## config.mk

```make
export PLATFORM = sky130hd
export DESIGN_NAME = idadw_walker
export DESIGN_NICKNAME = d
export VERILOG_FILES = /design/src/indirect_address_word_pkg.sv /design/src/indirect_address_word_walker.sv /design/src/indirect_address_word_bound.sv
export SDC_FILE = /design/constraint.sdc
export NUM_CORES = 1
export LEC_CHECK = 0
export BUFFER_PORTS_ARGS = -buffer_cell sky130_fd_sc_hd__buf_2
export CAP_MARGIN = 10
export CORE_MARGIN = 1
export CORE_UTILIZATION = 40
export CTS_CLUSTER_SIZE = 10
export DETAILED_ROUTE_END_ITERATION = 16
export GPL_ROUTABILITY_DRIVEN = 1
export PLACE_DENSITY = 0.57
export SYNTH_ARGS = -nofsm -noshare
export SYNTH_HDL_FRONTEND = slang
export SYNTH_SLANG_ARGS = --single-unit
```

## constraint.sdc

```tcl
create_clock -name sys_clk -period 4.3 [get_ports sys_clk]
set_input_delay 0.86 -clock sys_clk [delete_from_list [all_inputs] [get_ports sys_clk]]
set_output_delay 0.86 -clock sys_clk [all_outputs]
set_load 0.03 [all_outputs]
```

## src/indirect_address_word_pkg.sv

```systemverilog
// Package of constants and types for the indirect data address walker.
package idadw_pkg;

  // ----------------------------------------------------------------------
  // Word layouts
  // ----------------------------------------------------------------------
  localparam int ADDR_W          = 24;
  localparam int CMD_W           = 64;
  localparam int CMD_ADDR_LSB    = 32;
  localparam int CMD_IND_BIT     = 26;
  localparam int COUNT_W         = 16;
  localparam int WORD_TOP_W      = 8;
  localparam int BLOCK_W         = 11;
  localparam logic [BLOCK_W-1:0] BLOCK_ONES  = 11'h7ff;
  localparam logic [BLOCK_W-1:0] BLOCK_ZEROS = 11'h000;
  localparam logic [ADDR_W-1:0]  WORD_STEP   = 24'h000004;
  localparam logic [ADDR_W-1:0]  BYTE_STEP   = 24'h000001;
  localparam logic [ADDR_W-1:0]  ADDR_ZERO   = 24'h000000;
  localparam logic [1:0]         WORD_ALIGN  = 2'h0;
  localparam logic [COUNT_W-1:0] COUNT_ONE   = 16'h0001;

  typedef enum logic [2:0] {
    IDADW_IDLE,
    IDADW_CMD_FETCH,
    IDADW_WORD_FETCH,
    IDADW_XFER,
    IDADW_DONE
  } idadw_state_t;

endpackage

```

## src/indirect_address_word_walker.sv

```systemverilog
// Channel data address walker with indirect address list support.
`timescale 1ns/1ps
`default_nettype none

// How it works
// - Forward block boundary is bits 0-10 rolling from all ones to zeros.
// - At a boundary the next list word is fetched and transfer resumes there.
// - List words are fetched only when their boundary is reached, never ahead.
// - Walking continues until count reaches zero, the tape gap ends it or a bad list word raises program check.
// - On chaining the next command is fetched and its indirect flag tested.
// - Flag clear: bits 32-55 are buffer start; set: list address.
// - List words: bits 24-31 zero; later words start a block (end one when backward), else program check.
// - Transfer starts at first list word address and steps through block.
module idadw_walker
  import idadw_pkg::*;
(
  // Clock and reset
  input  wire logic              sys_clk,
  input  wire logic              rst_n,
  // Start of a channel program
  input  wire logic              start,
  input  wire logic [ADDR_W-1:0] first_cmd_addr,
  // Storage fetch port for commands and list words
  output logic                   fetch_req,
  output logic [ADDR_W-1:0]      fetch_addr,
  output logic                   fetch_cmd,
  input  wire logic              fetch_ack,
  input  wire logic [CMD_W-1:0]  fetch_data,
  // Data transfer with the control unit
  output logic                   data_valid,
  output logic [ADDR_W-1:0]      data_addr,
  output logic                   data_backward,
  input  wire logic              data_ack,
  input  wire logic              tape_record_gap,
  // Status
  output logic                   busy,
  output logic                   done,
  output logic                   program_check
);

  // ----------------------------------------------------------------------
  // State
  // ----------------------------------------------------------------------
  typedef struct packed {
    idadw_state_t      state;
    logic [ADDR_W-1:0] cmd_ptr;
    logic [ADDR_W-1:0] list_ptr;
    logic [ADDR_W-1:0] addr;
    logic [COUNT_W-1:0] count;
    logic              indirect_flag;
    logic              backward;
    logic              chain;
    logic              first_word;
    logic              fetch_req;
    logic              fetch_cmd;
    logic              data_valid;
    logic              done;
    logic              program_check;
    logic [ADDR_W-1:0] fetch_addr;
    logic              busy;
  } idadw_regs_t;

  idadw_regs_t cur;
  idadw_regs_t next_cur;
  logic        at_edge;

  // Command word fields: flag, direction, chain, count and address.
  logic [ADDR_W-1:0]  cmd_addr;
  logic [COUNT_W-1:0] cmd_count;
  logic               cmd_ind;
  logic               cmd_back;
  logic               cmd_chain;
  logic [ADDR_W-1:0]  word_addr;
  logic               word_bad;

  assign cmd_addr  = fetch_data[CMD_ADDR_LSB+ADDR_W-1:CMD_ADDR_LSB];
  assign cmd_ind   = fetch_data[CMD_IND_BIT];
  assign cmd_back  = fetch_data[CMD_IND_BIT+1];
  assign cmd_chain = fetch_data[CMD_IND_BIT+2];
  assign cmd_count = fetch_data[COUNT_W-1:0];
  assign word_addr = fetch_data[ADDR_W-1:0];

  // Later words must start a block, or end one when running backward.
  always_comb begin
    word_bad = (fetch_data[ADDR_W+WORD_TOP_W-1:ADDR_W] != '0);
    if (!cur.first_word) begin
      if (cur.backward) begin
        word_bad = word_bad | (word_addr[BLOCK_W-1:0] != BLOCK_ONES);
      end else begin
        word_bad = word_bad | (word_addr[BLOCK_W-1:0] != BLOCK_ZEROS);
      end
    end
  end

  idadw_bound u_bound (
    .addr     (cur.addr),
    .backward (cur.backward),
    .at_edge  (at_edge)
  );

  // ----------------------------------------------------------------------
  // Next state
  // ----------------------------------------------------------------------
  always_comb begin
    next_cur = cur;
    next_cur.done = 1'b0;
    unique case (cur.state)
      IDADW_IDLE: begin
        if (start) begin
          next_cur.cmd_ptr       = first_cmd_addr;
          next_cur.program_check = 1'b0;
          next_cur.fetch_req     = 1'b1;
          next_cur.fetch_cmd     = 1'b1;
          next_cur.state         = IDADW_CMD_FETCH;
        end
      end
      IDADW_CMD_FETCH: begin
        if (fetch_ack) begin
          next_cur.fetch_req     = 1'b0;
          next_cur.cmd_ptr       = cur.cmd_ptr + ADDR_W'(CMD_W / 8);
          next_cur.indirect_flag = cmd_ind;
          next_cur.backward      = cmd_back;
          next_cur.chain         = cmd_chain;
          next_cur.count         = cmd_count;
          next_cur.first_word    = 1'b1;
          if (cmd_ind) begin
            // The command points at the list; fetch its first word.
            next_cur.list_ptr  = cmd_addr;
            next_cur.fetch_req = 1'b1;
            next_cur.fetch_cmd = 1'b0;
            next_cur.state     = IDADW_WORD_FETCH;
          end else begin
            next_cur.addr       = cmd_addr;
            next_cur.data_valid = 1'b1;
            next_cur.state      = IDADW_XFER;
          end
          if (cmd_count == '0) begin
            next_cur.fetch_req  = 1'b0;
            next_cur.data_valid = 1'b0;
            next_cur.state      = IDADW_DONE;
          end
        end
      end
      IDADW_WORD_FETCH: begin
        if (fetch_ack) begin
          next_cur.fetch_req  = 1'b0;
          next_cur.first_word = 1'b0;
          if (word_bad || cur.list_ptr[1:0] != WORD_ALIGN) begin
            next_cur.program_check = 1'b1;
            next_cur.chain         = 1'b0;
            next_cur.state         = IDADW_DONE;
          end else begin
            next_cur.list_ptr   = cur.list_ptr + WORD_STEP;
            next_cur.addr       = word_addr;
            next_cur.data_valid = 1'b1;
            next_cur.state      = IDADW_XFER;
          end
        end
      end
      IDADW_XFER: begin
        if (tape_record_gap) begin
          next_cur.data_valid = 1'b0;
          next_cur.state      = IDADW_DONE;
        end else if (data_ack) begin
          next_cur.count = cur.count - COUNT_ONE;
          if (cur.backward) begin
            next_cur.addr = cur.addr - BYTE_STEP;
          end else begin
            next_cur.addr = cur.addr + BYTE_STEP;
          end
          if (cur.count == COUNT_ONE) begin
            next_cur.data_valid = 1'b0;
            next_cur.state      = IDADW_DONE;
          end else if (cur.indirect_flag && at_edge) begin
            // Only now is the next word needed, so only now is it read.
            next_cur.data_valid = 1'b0;
            next_cur.fetch_req  = 1'b1;
            next_cur.fetch_cmd  = 1'b0;
            next_cur.state      = IDADW_WORD_FETCH;
          end
        end
      end
      IDADW_DONE: begin
        if (cur.chain) begin
          next_cur.fetch_req = 1'b1;
          next_cur.fetch_cmd = 1'b1;
          next_cur.state     = IDADW_CMD_FETCH;
        end else begin
          next_cur.done  = 1'b1;
          next_cur.state = IDADW_IDLE;
        end
      end
    endcase
    // Address and busy are kept as registered copies so no output leaves a mux or decode.
    next_cur.busy       = (next_cur.state != IDADW_IDLE);
    next_cur.fetch_addr = next_cur.fetch_cmd ? next_cur.cmd_ptr : next_cur.list_ptr;
  end

  always_ff @(posedge sys_clk) begin
    if (!rst_n) begin
      cur       <= '0;
      cur.state <= IDADW_IDLE;
    end else begin
      cur <= next_cur;
    end
  end

  // ----------------------------------------------------------------------
  // Outputs
  // ----------------------------------------------------------------------
  assign fetch_req     = cur.fetch_req;
  assign fetch_cmd     = cur.fetch_cmd;
  assign fetch_addr    = cur.fetch_addr;
  assign data_valid    = cur.data_valid;
  assign data_addr     = cur.addr;
  assign data_backward = cur.backward;
  assign busy          = cur.busy;
  assign done          = cur.done;
  assign program_check = cur.program_check;
endmodule

`default_nettype wire

```

## src/indirect_address_word_bound.sv

```systemverilog
// Block boundary detector for the transfer address.
`timescale 1ns/1ps
`default_nettype none

module idadw_bound
  import idadw_pkg::*;
(
  // Current address and direction
  input  wire logic [ADDR_W-1:0] addr,
  input  wire logic              backward,
  // Result
  output logic                   at_edge
);

  // The last byte of a block is the one whose step crosses the boundary.
  always_comb begin
    if (backward) begin
      at_edge = (addr[BLOCK_W-1:0] == BLOCK_ZEROS);
    end else begin
      at_edge = (addr[BLOCK_W-1:0] == BLOCK_ONES);
    end
  end

endmodule

`default_nettype wire

```

# ---- Word-level counts from Yosys, hierarchy flattened
# Cells that the tools add are included.
# W data, S select, Z words.
dict set report totals {
  reg_bits 125
  latch_bits 0
  mem_bits_rw 0
  rom_bits 0
  word_cells 118
  mem_count 0
}
dict set report classes {
  addsub 5
  mul 0
  n_div 0
  order_cmp 0
  eq_ne 21
  n_shift 0
  muxes 52
  n_bitwise 2
  reduce_logical 22
}
# op count
set op_table {}
lappend op_table {{$mux W98} 1}
lappend op_table {{$mux W24} 4}
lappend op_table {{$mux W48} 2}
lappend op_table {{$pmux W24 S2} 2}
lappend op_table {{$mux W40} 2}
lappend op_table {{$pmux W24 S3} 1}
lappend op_table {{$pmux W16 S2} 1}
lappend op_table {{$mux W3} 10}
lappend op_table {{$mux W27} 1}
lappend op_table {{$add A24 B1 Y24 const B} 1}
lappend op_table {{$add A24 B3 Y24 const B} 1}
lappend op_table {{$add A24 B4 Y24 const B} 1}
lappend op_table {{$sub A24 B1 Y24 const B} 1}
lappend op_table {{$ne A2 B2 Y1 const B} 11}
lappend op_table {{$mux W1} 17}
lappend op_table {{$eq A16 B1 Y1 const B} 1}
lappend op_table {{$logic_not A16 Y1} 1}
lappend op_table {{$sub A16 B1 Y16 const B} 1}
lappend op_table {{$pmux W3 S5} 1}
lappend op_table {{$reduce_and A7 Y1} 2}
lappend op_table {{$reduce_and A4 Y1} 3}
lappend op_table {{$eq A11 B11 Y1 const B} 1}
lappend op_table {{$logic_not A11 Y1} 1}
lappend op_table {{$ne A11 B11 Y1 const B} 1}
lappend op_table {{other kinds (22)} 34}

# ---- Longest topological paths before layout
dict set report logic_depth {
  depth_word 9
  mapped_depth 10
  ltp_nobuf 8
}

# ---- By module
# From an unflattened synthesis, not the netlist that was laid out.
dict set report unflattened {
  cells_unflattened 1040
  hier_area_um2 7988.9
}
# module n_inst cells_each area_each_um2 seq_area_each_um2
set by_module_without_submodules {}
lappend by_module_without_submodules {idadw_walker 1 1032 7915.1 2502.4}
lappend by_module_without_submodules {idadw_bound 1 8 73.8 0.0}

# ---- Worst setup path after synthesis
# OpenSTA, ideal clock, no wires.
dict set report synth_timing {
  path_type {register to register}
  start {register cur, in the netlist data_backward}
  end {register cur, in the netlist data_addr[20]}
  arrival_time_ns 3.195
  required_ns 4.226
  path_slack_ns 1.031
  path_stages_with_launch 9
  n_path_buf 0
  cell_sequence {dfxtp_1 fa_1 a21o_1 a31oi_1 or4b_2 nand3b_1 a2111oi_0 or4_1 a31oi_1}
}
dict set report synth_via {
  elab_chain_len 5
}
# element line_no
set synth_rtl {}
lappend synth_rtl {{start, declared} indirect_address_word_walker.sv:63} ;# idadw_regs_t cur;
lappend synth_rtl {{start signal, assigned} indirect_address_word_walker.sv:204} ;# cur <= next_cur;
lappend synth_rtl {{$mux W1} indirect_address_word_walker.sv:87} ;# if (cur.backward) begin
lappend synth_rtl {{$mux W1} indirect_address_word_walker.sv:86} ;# if (!cur.first_word) begin
lappend synth_rtl {{$logic_or A1 B1 Y1} indirect_address_word_walker.sv:148} ;# if (word_bad || cur.list_ptr[1:0] != WORD_ALIGN) begin
lappend synth_rtl {{$ne A2 B2 Y1 (no source line)} --}
lappend synth_rtl {{$reduce_and A7 Y1 (no source line)} --}
# Parallel ways exist; a longest one is shown, timed or not. The select of a mux whose other input is x is not followed.
# A chain may end at the register's enable or synchronous reset.

# ---- Worst setup path in the final report
# Same ends and word-level chain as after synthesis.

==> results_dict.tcl <==
set metrics [dict create \
    status "completed" \
    cts_max_level 4 \
    synthMuxAreaShare_pct 1.728 \
    synthCells 1046 \
    syn2layout_area_growth_pct 15.11 \
    finalWeightedCongestion 0.9096 \
    cts.clk_slew.worst_paths_ns 0.06 \
    synthDistinctLibCells 80 \
    dp_slack_ns 0.8137 \
    critPathTopFamily "simple AND/OR/NAND/NOR gates" \
    synth_xor_xnor_area_share_pct 1.713 \
    clk_path_buf_depth 2 \
    cts_hold_buf 0 \
    max_slew_margin_pct 33.69 \
    dp_hpwl_um 20640 \
    post-cts-setup-buffer-count 0 \
    power_density_nw_per_um2 393.6 \
    antenna_found_initial 0 \
    vias_per_cell 5.996 \
    gr-total-overflow 0 \
    synthesis.area_um2 8183 \
    yosysSeqAreaShare_pct 30.58 \
    rsz0062_at_grt "no" \
    finalHoldViolCount 0 \
    vdd_drop_max_mv 0.2545 \
    yosys.area_share.simple_pct 23.21 \
    die_w_um 145.0 \
    core_area_um2 19780 \
    dr.pass1.iters 9 \
    io_buffers 140 \
    synth_edf_count 0 \
    routedWlPerCell_um 19.81 \
    syn_avg_cell_area_um2 7.823 \
    synth_nets 1167 \
    reg2regPathDepth 9 \
    ys_ff_latch 125 \
    final_antenna_net_count 0 \
    cts_tree "yes" \
    synth_fa_ha_area_share_pct 4.220 \
    p_leak_nw 3.899 \
    ys.flop_type "dfxtp_1" \
    cts_made_buffers 17 \
    setup_slack_ns 0.8770 \
    slowest_stage "dfxtp_1" \
    register_area_um2 2502 \
    track_usage_pct 26.06 \
    cts.repair.resized 0 \
    synth-compound-area-share_pct 29.95 \
    max_freq_mhz 292.1 \
    core.rowCount 51 \
    tightestPinTransition_ns 0.9947 \
    drv_cap 0 \
    async_flop_share_pct 0 \
    ys_warn_count 0 \
    grt_pass1_wl_um 42470 \
    clockRootBuffer "clkbuf_16" \
    final_net_count 1243 \
    initial_core_util_pct 41.37 \
    drt_wl_total_um 27730 \
    design_power_total_w 0.003707 \
    hold_class "flip-flop to flip-flop" \
    first_global_vias 7455 \
    crit_arrival_ns 3.77 \
    path_depth 9 \
    critPathCaptureType "flip-flop" \
    period_minus_slack_ns 3.423 \
    ios 149 \
    slew_viol_final 0 \
    whs_path_depth 2 \
    first_iter_violations 763 \
    cp_num_buf_inv 1 \
    path_class "flip-flop to flip-flop" \
    finalSetupViolations 0 \
    cts.sinks 125 \
    fp.dieH_um 145.0 \
    multi_input_area_um2 5010 \
    cp_max_fo 17 \
    insertion_delay_ns 0.43 \
    hp-start "cur[30]" \
    fillerInstances 2021 \
    required_ns 4.65 \
    startpoint "data_backward" \
    dieArea_um2 21030 \
    grt_max_degree 49 \
    drive_gt1_share_pct 20.44 \
    setup_tns_ns 0 \
    fin_skew_ns 0.01161 \
    synth_top_family_by_area "compound AO/OA/AOI/OAI gates" \
    vias 8394 \
    drc 0 \
    regToRegStartpoint "data_backward" \
    worstSetupStartpointType "flip-flop" \
    finalCritPeriodShare_pct 79.61 \
    path_cells "buf_4 -> ha_1 -> nand2_1 -> nor2_1 -> or4b_2 -> nand3b_1 -> a2111oi_0 -> or4_1 -> a31oi_1" \
    slowest_delay_ns 0.79 \
    antennaDiodeCount 0 \
]
## cell families (layout without fill, tap and decap cells)
family / count (synthesis) / count (layout)
flip-flops: 125 / 125
AND/OR/NAND/NOR: 378 / 378
multiplexers: 14 / 14
adder cells (fa/ha/maj): 27 / 27
XOR/XNOR: 16 / 16
buffers and inverters: 128 / 217
AO/OA/AOI/OAI: 358 / 358
## sequential cells by signal, indices dropped and copies added (netlist names)
register / cells
data_addr: 24
fetch_req: 1
fetch_addr: 24
cur: 70
done: 1
data_backward: 1
data_valid: 1
busy: 1
fetch_cmd: 1
program_check: 1
## power breakdown
part / total (W) / internal, W / leakage [nW] / switching, W
Clock: 0.00147 / 0.000887 / 0.290 / 0.000584
Sequential: 0.00134 / 0.00125 / 1.02 / 0.0000900
Combinational: 0.000892 / 0.000314 / 2.59 / 0.000578
## stage by stage
step                      instance area, um2  cells  hold slack (ns)  utilization [%]
after floorplan                         8183   1046           0.4363                -
after global routing                    9419   1400           0.4941            47.62
after detailed placement                8827   1368           0.4534            44.62
after CTS                               9419   1400           0.4695            47.62
after global placement                  8827   1368           0.4437            44.62
final                                   9419   1400           0.4780            47.62
## routing by layer
metal | GRT usage, % | share of wire [%] | vias to the layer above
li1 | - | - | 4045
met1 | 38.67 | 48 | 3930
met2 | 38.29 | 43 | 399
met3 | 4.119 | 7.9 | 20
met4 | 7.447 | 1.6 | 0
met5 | 0 | 0 | -
## final timing paths
kind                        end  slack, ns
setup / recovery  data_addr[20]       0.88
hold / removal          cur[30]       0.48
setup reg to reg  data_addr[20]       0.88
hold reg to reg         cur[30]       0.48
## synthesized netlist by cell type, types with 15 or more instances
cell type	n	area, um2
dfxtp_1	125	2502
o211ai_1	19	142.6
buf_4	48	360.4
nand2_1	88	330.3
o21ai_0	61	305.3
nor3_1	29	145.1
and3_1	16	100.1
a21oi_1	97	485.5
nand4_1	17	106.4
a21o_1	19	142.6
o21a_1	16	120.1
nor4_1	15	93.84
inv_1	15	56.30
a211oi_1	17	127.6
nor2_1	106	397.9
ha_1	26	325.3
nand3_1	28	140.1
clkbuf_1	52	195.2
a22oi_1	19	142.6
and2_1	20	125.1
a31oi_1	17	106.4
## worst reg2reg max path, delay by kind of cell, from the launching register on
kind / cells / cell delay [ns]
AOI/OAI and AO/OA: 2 / 0.31
adders and majority gates: 1 / 0.23
buffers and inverters: 1 / 0.37
DFF: 1 / 0.79
and+or+nand+nor: 5 / 1.64
## placed cells by master, fill, tap and decap left out, types with 6 or more instances in the layout
master	instances
mux2i_1	13
nor3_1	29
nand2_1	88
o311a_1	8
a222oi_1	13
nor4_1	15
and2_1	20
ha_1	26
inv_1	15
a22oi_1	19
a221oi_1	10
clkbuf_16	17
a211oi_2	6
xor2_1	6
a21o_1	19
a31oi_1	17
o21a_1	16
o21ai_0	61
nor2_1	105
dfxtp_1	125
a211oi_1	16
and4_1	6
or3_1	9
xnor2_1	10
nand4_1	17
o211ai_1	19
and3_1	16
or2_2	7
nand3_1	28
nor2b_1	7
buf_2	140
buf_4	26
a21oi_1	96
## cell type report
class	count	area share, %
inverters	18	0.7173
well taps	265	3.520
multi-input cells	793	53.19
clock inverters	13	1.474
repair buffers	167	9.724
clock buffers	19	4.809
flip-flops and latches	125	26.57
Note: power is estimated with default switching activity, not from simulation.
